**src/rtl/psc_defs.svh**
```systemverilog
`ifndef PSC_DEFS_SVH
`define PSC_DEFS_SVH
`define PSC_NCH        28
`define PSC_NPIN       12
`define PSC_NSYNC      49
`define PSC_AW         8
`define PSC_A_CTRL     8'h00
`define PSC_A_DSEL     8'h04
`define PSC_A_ROUTE    8'h08
`define PSC_A_STAT     8'h0C
`define PSC_A_OECMD    8'h10
`define PSC_A_PEN      8'h14
`define PSC_A_LSCFG    8'h18
`define PSC_A_LSCFGE   8'h1C
`define PSC_A_BRCFG    8'h20
`define PSC_A_BRCFGB   8'h24
`define PSC_A_IGCFG    8'h28
`define PSC_A_CMD      8'h2C
`define PSC_INJ_HI     3
`define PSC_INJ_LO     0
`define PSC_IGN_HI     27
`define PSC_IGN_LO     24
`define PSC_IGNP_HI    7
`define PSC_IGNP_LO    4
`define PSC_RT_LO      4
`define PSC_RT_HI      23
`define PSC_RT_PIN0    8
`define PSC_NRT        4
`define PSC_RT_W       5
`define PSC_RTR_W      20
`define PSC_CH_A       16
`define PSC_CH_B       20
`define PSC_LS_W       24
`define PSC_LSE_W      25
`define PSC_DLY_A_BIT  24
`define PSC_DLY_B_BIT  0
`define PSC_BR_W       12
`define PSC_BR_FULL_A  8
`define PSC_IG_W       10
`define PSC_CMD_BIT    0
`define PSC_OE_BIT     0
`define PSC_ST_OE      0
`define PSC_ST_TOUT    1
`define PSC_ST_BATOV   2
`define PSC_ST_HOLD_A  3
`define PSC_ST_HOLD_B  4
`define PSC_ST_CONF    5
`define PSC_CLK_KHZ    100000
`define PSC_DLY_OFF_MS 400
`define PSC_DLY_CNT_W  27
`define PSC_HTRANS_VLD 1
`endif

```
**src/rtl/psc_pkg.sv**
```systemverilog
`include "psc_defs.svh"
package psc_pkg;
	typedef logic [`PSC_NCH-1:0] psc_chan_t;
	typedef enum logic {
		PSC_DLY_IDLE = 1'b0,
		PSC_DLY_HOLD = 1'b1
	} psc_dly_state_t;
endpackage : psc_pkg

```
**src/rtl/psc_dly_if.sv**
```systemverilog
`timescale 1ns/1ps
interface psc_dly_if;
	logic mode;
	logic keep;
	logic on_now;
	logic trigger;
	logic restart;
	logic ready;
	logic hold;
	modport ctl (output mode, keep, on_now, trigger, restart, ready,
		input hold);
	modport tmr (input mode, keep, on_now, trigger, restart, ready,
		output hold);
endinterface : psc_dly_if

```
**src/rtl/psc_sync.sv**
```systemverilog
`timescale 1ns/1ps
module psc_sync import psc_pkg::*; (
	input  wire logic                  ref_clk,
	input  wire logic                  resetn,
	input  wire logic [`PSC_NSYNC-1:0] d,
	output logic      [`PSC_NSYNC-1:0] q
);
	logic [`PSC_NSYNC-1:0] meta_ff;
	logic [`PSC_NSYNC-1:0] q_ff;

	always_ff @(posedge ref_clk) begin
		if (!resetn) begin
			meta_ff <= '0;
			q_ff    <= '0;
		end else begin
			meta_ff <= d;
			q_ff    <= meta_ff;
		end
	end

	assign q = q_ff;
endmodule : psc_sync

```
**src/rtl/psc_dly_off.sv**
```systemverilog
`timescale 1ns/1ps
module psc_dly_off import psc_pkg::*; #(
	parameter int unsigned DLY_CYCLES = `PSC_DLY_OFF_MS * `PSC_CLK_KHZ
) (
	input  wire logic  ref_clk,
	input  wire logic  resetn,
	psc_dly_if.tmr     dif
);
	localparam logic [`PSC_DLY_CNT_W-1:0] LAST =
		`PSC_DLY_CNT_W'(DLY_CYCLES - 1);

	psc_dly_state_t              state_ff;
	psc_dly_state_t              nxt_state;
	logic [`PSC_DLY_CNT_W-1:0]   cnt_ff;
	logic                        ovf;
	logic                        stop;

	// A restart in the overflow cycle wins, so the hold is extended.
	assign ovf  = (cnt_ff == LAST) && !dif.restart;
	assign stop = ovf || !dif.keep || !dif.mode
		|| (dif.ready && !dif.trigger);

	always_comb begin
		case (state_ff)
			PSC_DLY_IDLE: nxt_state = (dif.mode && dif.on_now && dif.trigger)
				? PSC_DLY_HOLD : PSC_DLY_IDLE;
			PSC_DLY_HOLD: nxt_state = stop ? PSC_DLY_IDLE : PSC_DLY_HOLD;
			default: nxt_state = PSC_DLY_IDLE;
		endcase
	end

	always_ff @(posedge ref_clk) begin
		if (!resetn)
			state_ff <= PSC_DLY_IDLE;
		else
			state_ff <= nxt_state;
	end

	always_ff @(posedge ref_clk) begin
		if (!resetn)
			cnt_ff <= '0;
		else if (state_ff != PSC_DLY_HOLD || dif.restart)
			cnt_ff <= '0;
		else
			cnt_ff <= cnt_ff + `PSC_DLY_CNT_W'(1);
	end

	assign dif.hold = (state_ff == PSC_DLY_HOLD);
endmodule : psc_dly_off

```
**src/rtl/psc_top.sv**
```systemverilog
// Decided for this implementation: the register addresses and the AHB-Lite interface to the registers.
`timescale 1ns/1ps
module psc_top import psc_pkg::*; #(
	parameter int unsigned DLY_CYCLES = `PSC_DLY_OFF_MS * `PSC_CLK_KHZ
) (
	input  wire logic                 ref_clk,
	input  wire logic                 resetn,
	input  wire logic                 hsel,
	input  wire logic [31:0]          haddr,
	input  wire logic [1:0]           htrans,
	input  wire logic                 hwrite,
	input  wire logic [2:0]           hsize,
	input  wire logic [31:0]          hwdata,
	input  wire logic                 hready,
	output logic                      hreadyout,
	output logic                      hresp,
	output logic [31:0]               hrdata,
	input  wire logic [`PSC_NPIN-1:0] direct_drive_pin,
	input  wire logic                 injector_enable_pin,
	input  wire logic                 ignition_enable_pin,
	input  wire logic                 downlink_timeout,
	input  wire logic                 bat_overvoltage,
	input  wire logic                 main_supply_uv,
	input  wire logic                 main_supply_ov,
	input  wire logic                 monitor_n,
	input  wire logic                 reset_pin_n,
	input  wire logic                 ready_state,
	input  wire logic [`PSC_NCH-1:0]  protect_active,
	output logic [`PSC_NCH-1:0]       power_out,
	output logic [`PSC_LS_W-1:0]      lowside_oc_limit,
	output logic [`PSC_LS_W-1:0]      lowside_diag_pull,
	output logic [`PSC_BR_W-1:0]      bridge_mode,
	output logic [`PSC_IG_W-1:0]      ignition_openload_cfg,
	output logic                      relay_output_delayed,
	output logic                      bridge_output_delayed
);
	localparam psc_chan_t PAIR = (psc_chan_t'(1) << `PSC_CH_A)
		| (psc_chan_t'(1) << `PSC_CH_B);

	function automatic logic psc_wr_hit(input logic en,
		input logic [`PSC_AW-1:0] a, input logic [`PSC_AW-1:0] off);
		return en && (a == off);
	endfunction : psc_wr_hit

	function automatic logic psc_route_hit(
		input logic [`PSC_RT_W-1:0] r, input int ch);
		return (int'(r) == ch) && (ch >= `PSC_RT_LO)
			&& (ch <= `PSC_RT_HI);
	endfunction : psc_route_hit

	logic [`PSC_NSYNC-1:0] sync_q;
	psc_chan_t             prot_s;
	logic [`PSC_NPIN-1:0]  pin_s;
	logic                  inj_s;
	logic                  ign_s;
	logic                  tout_s;
	logic                  bat_s;
	logic                  uv_s;
	logic                  ov_s;
	logic                  mon_s;
	logic                  rstp_s;
	logic                  rdy_s;

	psc_sync u_sync (
		.ref_clk (ref_clk),
		.resetn  (resetn),
		.d       ({protect_active, direct_drive_pin, injector_enable_pin,
			ignition_enable_pin, downlink_timeout, bat_overvoltage,
			main_supply_uv, main_supply_ov, monitor_n, reset_pin_n,
			ready_state}),
		.q       (sync_q)
	);

	assign {prot_s, pin_s, inj_s, ign_s, tout_s, bat_s, uv_s, ov_s,
		mon_s, rstp_s, rdy_s} = sync_q;

	logic                  wr_ff;
	logic                  rd_ff;
	logic [`PSC_AW-1:0]    addr_ff;
	logic [31:0]           hrdata_ff;
	logic [31:0]           rd_val;
	logic                  acc;

	assign acc = hsel && htrans[`PSC_HTRANS_VLD] && hready;

	always_ff @(posedge ref_clk) begin
		if (!resetn) begin
			wr_ff   <= 1'b0;
			rd_ff   <= 1'b0;
			addr_ff <= '0;
		end else begin
			wr_ff <= acc && hwrite;
			rd_ff <= acc && !hwrite;
			if (acc)
				addr_ff <= haddr[`PSC_AW-1:0];
		end
	end

	// Reads take one wait state so a write just before is always seen.
	assign hreadyout = !rd_ff;
	assign hresp     = 1'b0;
	assign hrdata    = hrdata_ff;

	always_ff @(posedge ref_clk) begin
		if (!resetn)
			hrdata_ff <= '0;
		else if (rd_ff)
			hrdata_ff <= rd_val;
	end

	psc_chan_t                ctl_ff;
	psc_chan_t                dsel_ff;
	logic [`PSC_RTR_W-1:0]    route_ff;
	logic                     oe_ff;
	psc_chan_t                per_en_ff;
	logic [`PSC_LS_W-1:0]     lscfg_ff;
	logic [`PSC_LSE_W-1:0]    lscfge_ff;
	logic [`PSC_BR_W-1:0]     brcfg_ff;
	logic                     brcfgb_ff;
	logic [`PSC_IG_W-1:0]     igcfg_ff;
	logic                     oe_cmd_wr;
	logic                     restart;

	assign oe_cmd_wr = psc_wr_hit(wr_ff, addr_ff, `PSC_A_OECMD);
	assign restart   = psc_wr_hit(wr_ff, addr_ff, `PSC_A_CMD)
		&& hwdata[`PSC_CMD_BIT];

	always_ff @(posedge ref_clk) begin
		if (!resetn) begin
			ctl_ff   <= '0;
			dsel_ff  <= '0;
			route_ff <= '0;
		end else begin
			if (psc_wr_hit(wr_ff, addr_ff, `PSC_A_CTRL))
				ctl_ff <= hwdata[`PSC_NCH-1:0];
			if (psc_wr_hit(wr_ff, addr_ff, `PSC_A_DSEL))
				dsel_ff <= hwdata[`PSC_NCH-1:0];
			if (psc_wr_hit(wr_ff, addr_ff, `PSC_A_ROUTE))
				route_ff <= hwdata[`PSC_RTR_W-1:0];
		end
	end

	always_ff @(posedge ref_clk) begin
		if (!resetn) begin
			lscfg_ff  <= '0;
			lscfge_ff <= '0;
			brcfg_ff  <= '0;
			brcfgb_ff <= 1'b0;
			igcfg_ff  <= '0;
		end else begin
			if (psc_wr_hit(wr_ff, addr_ff, `PSC_A_LSCFG))
				lscfg_ff <= hwdata[`PSC_LS_W-1:0];
			if (psc_wr_hit(wr_ff, addr_ff, `PSC_A_LSCFGE))
				lscfge_ff <= hwdata[`PSC_LSE_W-1:0];
			if (psc_wr_hit(wr_ff, addr_ff, `PSC_A_BRCFG))
				brcfg_ff <= hwdata[`PSC_BR_W-1:0];
			if (psc_wr_hit(wr_ff, addr_ff, `PSC_A_BRCFGB))
				brcfgb_ff <= hwdata[`PSC_DLY_B_BIT];
			if (psc_wr_hit(wr_ff, addr_ff, `PSC_A_IGCFG))
				igcfg_ff <= hwdata[`PSC_IG_W-1:0];
		end
	end

	always_ff @(posedge ref_clk) begin
		if (!resetn)
			oe_ff <= 1'b0;
		else if (oe_cmd_wr)
			oe_ff <= hwdata[`PSC_OE_BIT];
	end

	// Protection beats any software set in the same cycle.
	always_ff @(posedge ref_clk) begin
		if (!resetn)
			per_en_ff <= '0;
		else if (oe_cmd_wr && hwdata[`PSC_OE_BIT])
			per_en_ff <= ~prot_s;
		else if (oe_cmd_wr)
			per_en_ff <= '0;
		else if (psc_wr_hit(wr_ff, addr_ff, `PSC_A_PEN))
			per_en_ff <= hwdata[`PSC_NCH-1:0] & ~prot_s;
		else
			per_en_ff <= per_en_ff & ~prot_s;
	end

	psc_chan_t dd;
	psc_chan_t conflict;
	psc_chan_t gate;
	psc_chan_t src;
	logic [2:0] hits;

	always_comb begin
		dd       = '0;
		conflict = '0;
		hits     = 3'h0;
		dd[`PSC_INJ_HI:`PSC_INJ_LO] = pin_s[`PSC_INJ_HI:`PSC_INJ_LO];
		dd[`PSC_IGN_HI:`PSC_IGN_LO] = pin_s[`PSC_IGNP_HI:`PSC_IGNP_LO];
		for (int i = 0; i < `PSC_NCH; i++) begin
			hits = 3'h0;
			for (int j = 0; j < `PSC_NRT; j++) begin
				if (psc_route_hit(route_ff[j*`PSC_RT_W +: `PSC_RT_W], i)) begin
					hits  = hits + 3'h1;
					dd[i] = dd[i] | pin_s[`PSC_RT_PIN0 + j];
				end
			end
			conflict[i] = hits > 3'h1;
		end
	end

	always_comb begin
		gate = '1;
		for (int i = 0; i < `PSC_NCH; i++) begin
			if (i <= `PSC_INJ_HI)
				gate[i] = inj_s;
			else if (i >= `PSC_IGN_LO)
				gate[i] = ign_s;
		end
	end

	assign src = (dsel_ff & dd) | (~dsel_ff & ctl_ff);

	logic trig;
	logic trig_ff;
	logic mode_a;
	logic mode_b;
	logic hold_a;
	logic hold_b;

	assign trig   = uv_s || ov_s || tout_s || !mon_s || !rstp_s;

	// Reset to active: synced low-active pins read asserted after reset.
	always_ff @(posedge ref_clk) begin
		if (!resetn)
			trig_ff <= 1'b1;
		else
			trig_ff <= trig;
	end
	assign mode_a = lscfge_ff[`PSC_DLY_A_BIT] && !dsel_ff[`PSC_CH_A];
	// Full-bridge use is not allowed with the hold, so it drops the mode.
	assign mode_b = brcfgb_ff && !dsel_ff[`PSC_CH_B]
		&& !brcfg_ff[`PSC_BR_FULL_A];

	psc_dly_if dly_a ();
	psc_dly_if dly_b ();

	assign dly_a.mode    = mode_a;
	assign dly_a.keep    = ctl_ff[`PSC_CH_A] && per_en_ff[`PSC_CH_A]
		&& oe_ff;
	assign dly_a.on_now  = power_out[`PSC_CH_A] && !trig_ff;
	assign dly_a.trigger = trig;
	assign dly_a.restart = restart;
	assign dly_a.ready   = rdy_s;
	assign hold_a        = dly_a.hold;

	assign dly_b.mode    = mode_b;
	assign dly_b.keep    = ctl_ff[`PSC_CH_B] && per_en_ff[`PSC_CH_B]
		&& oe_ff;
	assign dly_b.on_now  = power_out[`PSC_CH_B] && !trig_ff;
	assign dly_b.trigger = trig;
	assign dly_b.restart = restart;
	assign dly_b.ready   = rdy_s;
	assign hold_b        = dly_b.hold;

	psc_dly_off #(.DLY_CYCLES(DLY_CYCLES)) u_dly_a (
		.ref_clk (ref_clk),
		.resetn  (resetn),
		.dif     (dly_a)
	);

	psc_dly_off #(.DLY_CYCLES(DLY_CYCLES)) u_dly_b (
		.ref_clk (ref_clk),
		.resetn  (resetn),
		.dif     (dly_b)
	);

	psc_chan_t power_ff;
	psc_chan_t nxt_power;

	always_comb begin
		nxt_power = src & per_en_ff & gate & ~(conflict & dsel_ff)
			& {`PSC_NCH{oe_ff && !tout_s}};
		// An armed delayed channel rides through the trigger cycle.
		nxt_power[`PSC_CH_A] = (nxt_power[`PSC_CH_A] && !trig) || hold_a
			|| (mode_a && dly_a.on_now && trig);
		nxt_power[`PSC_CH_B] = (nxt_power[`PSC_CH_B] && !trig) || hold_b
			|| (mode_b && dly_b.on_now && trig);
		if (bat_s)
			nxt_power = '0;
	end

	always_ff @(posedge ref_clk) begin
		if (!resetn)
			power_ff <= '0;
		else
			power_ff <= nxt_power;
	end

	assign power_out             = power_ff;
	assign lowside_oc_limit      = lscfg_ff;
	assign lowside_diag_pull     = lscfge_ff[`PSC_LS_W-1:0];
	assign bridge_mode           = brcfg_ff;
	assign ignition_openload_cfg = igcfg_ff;
	assign relay_output_delayed  = hold_a;
	assign bridge_output_delayed = hold_b;

	always_comb begin
		rd_val = '0;
		case (addr_ff)
			`PSC_A_CTRL:   rd_val = 32'(ctl_ff);
			`PSC_A_DSEL:   rd_val = 32'(dsel_ff);
			`PSC_A_ROUTE:  rd_val = 32'(route_ff);
			`PSC_A_PEN:    rd_val = 32'(per_en_ff);
			`PSC_A_LSCFG:  rd_val = 32'(lscfg_ff);
			`PSC_A_LSCFGE: rd_val = 32'(lscfge_ff);
			`PSC_A_BRCFG:  rd_val = 32'(brcfg_ff);
			`PSC_A_BRCFGB: rd_val = 32'(brcfgb_ff);
			`PSC_A_IGCFG:  rd_val = 32'(igcfg_ff);
			`PSC_A_STAT: begin
				rd_val[`PSC_ST_OE]     = oe_ff;
				rd_val[`PSC_ST_TOUT]   = tout_s;
				rd_val[`PSC_ST_BATOV]  = bat_s;
				rd_val[`PSC_ST_HOLD_A] = hold_a;
				rd_val[`PSC_ST_HOLD_B] = hold_b;
				rd_val[`PSC_ST_CONF]   = |(conflict & dsel_ff);
			end
			default: rd_val = '0;
		endcase
	end
endmodule : psc_top

```
**config.mk**
```make
export PLATFORM = sky130hd
export DESIGN_NAME = psc_top
export DESIGN_NICKNAME = d
export VERILOG_FILES = /design/src/rtl/psc_pkg.sv /design/src/rtl/psc_dly_if.sv /design/src/rtl/psc_sync.sv /design/src/rtl/psc_dly_off.sv /design/src/rtl/psc_top.sv
export VERILOG_INCLUDE_DIRS = /design/src /design/src/rtl
export SDC_FILE = /design/constraint.sdc
export NUM_CORES = 1
export LEC_CHECK = 0
export BUFFER_PORTS_ARGS = -buffer_cell sky130_fd_sc_hd__buf_2
export CORE_AREA = 2 2 194 196
export CTS_CLUSTER_DIAMETER = 120
export DETAILED_ROUTE_END_ITERATION = 6
export DIE_AREA = 0 0 196 198
export PLACE_DENSITY_LB_ADDON = 0.3
export SLEW_MARGIN = 0
export SYNTH_ARGS = -nofsm -noshare
export SYNTH_HDL_FRONTEND = slang
export SYNTH_SLANG_ARGS = --single-unit
export TNS_END_PERCENT = 30
```
**constraint.sdc**
```tcl
create_clock -name ref_clk -period 3.2 [get_ports ref_clk]
set_clock_uncertainty 0.2 [all_clocks]
set_input_delay 0.32 -clock ref_clk [delete_from_list [all_inputs] [get_ports ref_clk]]
set_output_delay 0.32 -clock ref_clk [all_outputs]
set_load 0.01 [all_outputs]
```
## Word level (Yosys, flattened, before mapping)

Index checks and enable logic that the tools add are counted.

- Input port bits: 123
- Output and inout port bits: 134
- Flip-flop bits (word level): 402
- Logic and storage cells: 516

- Equal/unequal tests: 93
- Muxes and demuxes: 171
- $add $sub $neg: 62
- Reductions and logical operators: 72
- Bitwise gates (word level): 76
- $lt $le $gt $ge: 20

Operators with widths:

| cell | count |
|---|---|
| == test 5 bit, second input constant | 64 |
| AND 28 bit | 8 |
| adder 3 x 1 -> 3 bit, second input constant | 60 |
| 2-to-1 mux 3 bit | 60 |
| one-hot mux 22 bit (8 select lines) | 1 |
| 2-to-1 mux 1 bit | 104 |
| 2-to-1 mux 28 bit | 3 |
| inverter 28 bit | 3 |
| == test 5 x 4 -> 1 bit, second input constant | 16 |
| > comparator 3 x 1 -> 1 bit, second input constant | 20 |
| bitwise OR 1 bit | 60 |
| one-hot mux 6 bit (10 select lines) | 1 |
| adder 27 x 1 -> 27 bit, second input constant | 2 |
| == test 27 x 26 -> 1 bit, second input constant | 2 |
| logical AND 1 bit | 36 |
| == test 8 x 5 -> 1 bit, second input constant | 4 |
| == test 8 x 6 -> 1 bit, second input constant | 4 |
| AND 24 x 28 -> 28 bit | 1 |
| bitwise OR 28 bit | 1 |
| OR reduction 28 bit | 1 |
| == test 8 x 4 -> 1 bit, second input constant | 2 |
| logical OR 1 bit | 16 |
| zero test 1 bit | 15 |
| == test 8 x 3 -> 1 bit, second input constant | 1 |
| other kinds (4) | 9 |

## Longest topological paths before layout

Gate-level depths: netlist of run 1.

- Depth after elaboration: 17
- Mapped depth: 14

## Modules after synthesis

From an unflattened synthesis of run 1, not the netlist that was laid out.

- Cell total of the unflattened synthesis: 2236
- Area, all modules: 18884.4 um^2

By module, submodules not included:

| module | area an instance (um^2) | instances | cells each |
|---|---|---|---|
| psc_top | 13611.8 | 1 | 1726 |
| psc_sync | 2640.0 | 1 | 206 |
| psc_dly_off | 1316.3 | 2 | 152 |

## Least setup slack after synthesis of run 1

No wires, ideal clock.

- Path type: register -> register
- Start point: register route_ff[2]
- End point: register hrdata_ff[5] (netlist: hrdata[5])
- Arrival time: 2.904 ns
- Path buffers: 0
- Cell stages (with the launch flop): 12
- Period minus slack after synthesis: 3.234 ns
- Slack: -0.034 ns
- Required time: 2.870 ns
- Path through: dfxtp_1 -> or3b_2 -> nor3_1 -> ha_1 -> xnor2_1 -> ha_1 -> nand3_1 -> mux2_2 -> o32ai_1 -> nor2_1 -> a2111oi_2 -> a21oi_1

- Word-level cells in the longest chain between the ends: 12

Ends and longest elaborated chain:

| element | line | RTL |
|---|---|---|
| start, declared | psc_top.sv:113 | `` logic [`PSC_RTR_W-1:0] route_ff; `` |
| start signal, assigned | psc_top.sv:139 | `` route_ff <= hwdata[`PSC_RTR_W-1:0]; `` |
| == test 5 x 4 -> 1 bit / == test 5 bit (equally long branches) | psc_top.sv:47 | `` return (int'(r) == ch) && (ch >= `PSC_RT_LO) `` |
| 2-to-1 mux 1 bit | psc_top.sv:200 | `` if (psc_route_hit(route_ff[j*`PSC_RT_W +: `PSC_RT_W], i)) begin `` |
| adder 3 x 1 -> 3 bit | psc_top.sv:201 | `hits = hits + 3'h1;` |
| 2-to-1 mux 3 bit | psc_top.sv:200 |  |
| adder 3 x 1 -> 3 bit | psc_top.sv:201 |  |
| 2-to-1 mux 3 bit | psc_top.sv:200 |  |
| adder 3 x 1 -> 3 bit | psc_top.sv:201 |  |
| 2-to-1 mux 3 bit | psc_top.sv:200 |  |
| > comparator 3 x 1 -> 1 bit | psc_top.sv:205 | `conflict[i] = hits > 3'h1;` |
| AND 24 x 28 -> 28 bit (*) | psc_top.sv:323 | `` rd_val[`PSC_ST_CONF] = \|(conflict & dsel_ff); `` |
| OR reduction 28 bit (*) | psc_top.sv:323 |  |
| one-hot mux 6 bit (10 select lines) (*) | psc_top.sv:307 | `case (addr_ff)` |
| end signal, assigned | psc_top.sv:108 | `hrdata_ff <= rd_val;` |
| end, declared | psc_top.sv:80 | `logic [31:0] hrdata_ff;` |

Every way passes the cells marked *; elsewhere a longest branch is shown, timed or not.
A chain may end at the register's enable or synchronous reset.

## Worst setup path in the final report of run 1

- Start point: register route_ff[4]
- End point: register hrdata_ff[5] (netlist: hrdata[5])

Same word-level chain as after synthesis.

==> results of run 1 <==
==> cells in the mapped netlist (10+ instances only) <==
cell type    n
clkbuf_1    98
inv_1       49
nor2b_1     34
a32oi_1     11
ha_1        62
a21oi_1     31
nand3_1     80
and2_1     102
buf_2       33
and3_1      13
o21ai_0     67
buf_4       34
nor3_1      24
a222oi_1    15
nand4_1     34
a22o_1      10
o211ai_1    16
a311oi_1    27
a21boi_0   138
o31ai_1     12
nand2_1    422
a31oi_1     14
nor3b_1     11
dfxtp_1    398
xor2_1      35
xnor2_1     44
a22oi_1     45
o2111ai_1   13
nor2_1     140
mux2i_1     35
nor4_1      13
a221oi_1    19
nand2b_1    14
==> worst max-delay path by stage <==
stage	endpoint	slack [ns]	depth (start not counted)
finish	hrdata[5]$_SDFFE_PN0P_	-0.18	10
global route	hrdata[5]$_SDFFE_PN0P_	-0.27	13
CTS	hrdata[5]$_SDFFE_PN0P_	-0.12	14
detailed placement	hrdata[5]$_SDFFE_PN0P_	-0.41	13
global placement	hrdata[5]$_SDFFE_PN0P_	-0.29	13
floorplan	hrdata[5]$_SDFFE_PN0P_	0.008	9
==> metal layers <==
metal  vias to the layer above  share of wire
met2                      1022           0.45
met3                       221          0.099
met4                         2          0.051
li1                       8590              -
met5                         -        0.00018
met1                      8917           0.40
==> layout make-up <==
cell class                 count  share of cell area
multi-input combinational   1600               0.426
inverter                      49             0.00752
tap                          474              0.0242
clock inverter                22              0.0109
clock buffer                  50              0.0441
sequential                   398               0.327
timing repair buffer         554               0.160
==> logic make-up after synthesis <==
| group | synth area share |
|---|---|
| DFF | 0.423 |
| xor gates and xnor gates | 0.0367 |
| AOI/OAI and AO/OA | 0.184 |
| muxes | 0.0192 |
| other | 0.000199 |
| buffers and inverters | 0.0533 |
| adders and majority gates | 0.0411 |
| and+or+nand+nor | 0.243 |
==> stage by stage <==
step	utilization	area (sq um)	hold WS, ns
2_1_floorplan	-	18900	0.168
3_3_place_gp	0.584	21600	0.173
3_5_place_dp	0.584	21600	0.175
4_1_cts	0.654	24200	0.0636
5_1_grt	0.662	24500	0.133
6_report	0.662	24500	0.0875
==> sequential cells by signal, indices dropped and copies added (netlist names), 8 cells and up <==
name and count:
u_sync.meta_ff 49, u_sync.q 49, ctl_ff 28, dsel_ff 28, hrdata 28, per_en_ff 28, power_out 28, u_dly_a.cnt_ff 27
u_dly_b.cnt_ff 27, lscfge_ff 25, lowside_oc_limit 24, route_ff 20, bridge_mode 12, ignition_openload_cfg 10, addr_ff 8
==> where the power goes <==
group	switching, mW	internal (mW)
clock	2.09	2.83
sequential	0.0453	5.02
combinational	0.271	0.212
total	2.41	8.07
==> worst max-delay path, cell delays in order (launching register included) <==
cell,delay (ns)
dfxtp_4,0.37
or3b_4,0.40
nor3_4,0.28
ha_4,0.26
xnor2_4,0.19
ha_4,0.22
o32a_1,0.38
a2111o_1,0.46
a2111oi_4,0.28
buf_4,0.17
a21oi_1,0.05
==> repair_timing <==
item | 4_1_cts | 5_1_grt
endpoints found under the setup margin | 5 | 10
resized for setup | 82 | 53
hold endpoints to repair | 225 | 0
pin swaps | 21 | 28
cloned | 0 | 0
setup buffers | 7 | 7
hold buffers | 87 | 0
==> flow_summary.ini, run 1 <==
[clocking]
clock_latency_ns = 0.55
cts_buffer_depth = 3
clk_pin_slew_worst_paths_ns = 0.07
cts-htree-levels = 2
cts_made_buffers = 41
cts_tree = built
root_buffer = clkbuf_16
clkSinkCount = 398

[drt]
wirelength_microns = 71500
via_per_inst = 5.96
postRouteAntennaNets = 0
num_vias = 18800
wl_per_cell_microns = 22.7
first_iter_violations = 2059
drtPass1Iterations = 7
drc = 2

[timing]
hold_violations = 0
slew_violations = 0
finalSetupTns_ns = -0.182
tightest_slew_ns = 0.891
fin_ws_ns = -0.182
max_freq_ghz = 0.296
rsz0062_at_grt = yes
setup_violations = 1
slew-limit-headroom = 0.401
post-route-period-util = 1.06
period_needed_ns = 3.38

[synth]
syn_inst = 2213
synth_top_area_frac = 0.423
synth_area_leader_cell = dfxtp_1
yosys_register_bits = 398
synthesis.area_sq_um = 18900
ys_types = 79
ys_warn_count = 0
async_flop_share = 0
ys.flop_type = dfxtp_1
synth.area.top_cells = dfxtp_1, nand2_1, a21boi_0
syn_area_per_cell_sq_um = 8.52
yosysSeqAreaShare = 0.423
synth_edf_count = 0

[global_routing]
grt.met1_usage = 0.470
top_usage_layer = met2
overflow = 0
grt_pass1_wl_microns = 106000
grt_pass1_vias = 17900
grt_usage = 0.359
antenna_found_initial = 1
grt_max_degree = 214
gr-usage-met2 = 0.573
met3_usage = 0.0703

[worst_setup_path]
reg2reg_depth = 10
crit_type = register to register
arrival_ns = 3.62
crit_path_end_kind = register
rrSetupSlack_ns = -0.18
critPathRequiredTime_ns = 3.44
startpoint = route_ff[4]$_SDFFE_PN0P_
worstReg2RegStart = route_ff[4]$_SDFFE_PN0P_
crit_fanout = 5
start_kind = register
worst_r2r_endpoint = hrdata[5]$_SDFFE_PN0P_

[cells_and_area]
antenna_cells = 0
instances_no_fill = 3147
nFillCells = 3024
final_common_cell = nand2_1
drive_above_1_share = 0.244
areaGrowthSynthToFinish_pct = 29.7
final_cell_mix = nand2_1, dfxtp_1, buf_4
fin_nets = 2829
seq_area_sq_um = 7990
multi_input_comb_area_sq_um = 10400

[worst_hold_path]
hold_start = htrans[1]
holdPathEnd = rd_ff$_SDFF_PN0_
worstHoldPathCells = 4
hp-class = input pin to register

[floorplan]
start_util = 0.510
ios = 257
die_x_microns = 196
core_sq_um = 37000
fp-row-count = 71
fp.dieH_microns = 198
die-area_sq_um = 38800

[place]
dp_hpwl_microns = 50500
numPlacedInstances = 2974
place.gp.congestion = 1.02
dp_slack_ns = -0.412
numPortBuffers = 219

[power_and_ir_drop]
power.density_nw_per_um2 = 428
finalPower_mw = 10.5
peakVddDrop_uv = 433
p_leak_nw = 9.45

[outcome]
violations = design-rule violations, negative setup slack
status = finished with violations

[job]
cap_violations = 0
No activity file was read; power rests on OpenSTA's default activity.
==> inputs of run 2 (changes only) <==
- BUFFER_PORTS_ARGS: -buffer_cell sky130_fd_sc_hd__buf_2 -> default
- CORE_AREA: 2 2 194 196 -> 2 2 184 186
- DIE_AREA: 0 0 196 198 -> 0 0 186 188
- DONT_BUFFER_PORTS: default -> 1
==> flow_summary.ini, run 2 (synthesis results as in run 1) <==
[outcome]
status = finished with violations
violations = design-rule violations, negative setup slack

[clocking]
root_buffer = clkbuf_16
cts_tree = built
clock_latency_ns = 0.57
clk_pin_slew_worst_paths_ns = 0.06
clkSinkCount = 398
cts_buffer_depth = 3
cts-htree-levels = 2
cts_made_buffers = 41

[cells_and_area]
instances_no_fill = 2950
nFillCells = 2455
final_common_cell = nand2_1
postLayoutCellArea_sq_um = 23800
drive_above_1_share = 0.153
fin_util = 0.718
final_cell_mix = nand2_1, dfxtp_1, buf_4
fin_nets = 2651
areaGrowthSynthToFinish_pct = 26.1

[worst_setup_path]
crit_fanout = 5
critPathSlowestCell = dfxtp_2
arrival_ns = 3.59
start_kind = register
crit_path_end_kind = register
cp_cell_sequence = nand3b_1 > nor3_4 > buf_6 > ha_4 > xor2_1 > ha_1 > nor4_2 > mux2i_1 > o211ai_1 > nand4_1 > a2111oi_2 > a21oi_1
critPathTopFamily = simple AND/OR/NAND/NOR gates
cp_num_buf_inv = 1
crit_cells = 12
critPathRequiredTime_ns = 3.43
crit_type = register to register
reg2reg_depth = 12
slowest_delay_ns = 0.34

[timing]
max_freq_ghz = 0.298
hold_violations = 0
slew_violations = 0
post-route-period-util = 1.05
setup_violations = 1
rsz0062_at_grt = yes
fin_ws_ns = -0.160
slew-limit-headroom = 0.403
period_needed_ns = 3.36
tightest_slew_ns = 0.894

[power_and_ir_drop]
power.density_nw_per_um2 = 456
p_leak_nw = 8.69
finalPower_mw = 10.8
peakVddDrop_uv = 617

[floorplan]
core_sq_um = 33100
ios = 257
die_x_microns = 186
fp-row-count = 67
die-area_sq_um = 35000
fp.dieH_microns = 188
start_util = 0.569

[global_routing]
antenna_found_initial = 3
grt_pass1_vias = 18100
overflow = 0
grt_usage = 0.414
grt_pass1_wl_microns = 110000
grt_max_degree = 230

[drt]
drc = 3
via_per_inst = 6.31
drtPass1Iterations = 7
wl_per_cell_microns = 25.0
num_vias = 18600
first_iter_violations = 2140
wirelength_microns = 73600
postRouteAntennaNets = 0

[place]
place.gp.congestion = 1.02
place_area_sq_um = 20300
dp_hpwl_microns = 47800
numPortBuffers = 0
numPlacedInstances = 2713

[job]
cap_violations = 0

[worst_hold_path]
hp-class = input pin to register
worstHoldPathCells = 3
run 2: cell count changes in the layout (fill, tap and decap cells not counted), moves of 14 or more:
cell	before	now
buf_4	238	212
dlygate4sd3_1	87	155
nor2_1	109	123
buf_2	218	0
run 2: final cells by class:
class                   instances  area, sq um  area share
multi-input cells            1600        10200       0.431
flip-flops and latches        398         7980       0.335
repair buffers                376         3310       0.139
clock buffers                  51         1130      0.0477
well taps                     448          561      0.0236
clock inverters                24          365      0.0154
inverters                      49          184     0.00773
diodes                          4         10.0    0.000421
run 2: path summary, 6_finish.rpt:
| check | to | startpoint | slack [ns] |
|---|---|---|---|
| setup / recovery | hrdata[5]$_SDFFE_PN0P_ | route_ff[9]$_SDFFE_PN0P_ | -0.16 |
| hold / removal | addr_ff[2]$_SDFFE_PN0P_ | hsel | 0.01 |
| setup reg to reg | hrdata[5]$_SDFFE_PN0P_ | route_ff[9]$_SDFFE_PN0P_ | -0.16 |
| hold reg to reg | per_en_ff[11]$_SDFF_PN0_ | u_sync.q[32]$_SDFF_PN0_ | 0.18 |
run 2: timing repair:
action                     in CTS  in global routing
setup buffers                   0                  2
pin swaps                       2                 18
hold buffers                  156                  0
setup endpoints to repair       6                 14
resized for setup              22                 62
hold endpoints to repair      320                  0
run 2: routing by layer:
metal | global-route usage | vias to the layer above | wire, microns
li1 | - | 8220 | -
met1 | 0.518 | 8824 | 27600
met2 | 0.657 | 1236 | 33300
met3 | 0.102 | 321 | 8140
met4 | 0.219 | 0 | 4580
met5 | 0 | - | 0
run 2: tightest hold or removal path: cells and delay by family:
| kind | cells | cell delay, ns |
|---|---|---|
| and+or+nand+nor | 2 | 0.34 |
| AOI/OAI and AO/OA | 1 | 0.07 |
run 2: where the power goes:
group | switching (mW) | internal, mW
registers | 0.0618 | 5.03
clock network | 2.16 | 3.12
logic | 0.252 | 0.219
total | 2.48 | 8.37
run 2: metrics by stage:
step | setup TNS, ns | setup slack, ns | hold WS [ns]
6_report | -0.160 | -0.160 | 0.0114
4_1_cts | -0.244 | -0.172 | 0.00380
5_1_grt | -0.371 | -0.254 | 0.0447
3_5_place_dp | -0.608 | -0.338 | 0.176
3_3_place_gp | -0.581 | -0.352 | 0.172
2_1_floorplan | 0 | 0.00797 | 0.168
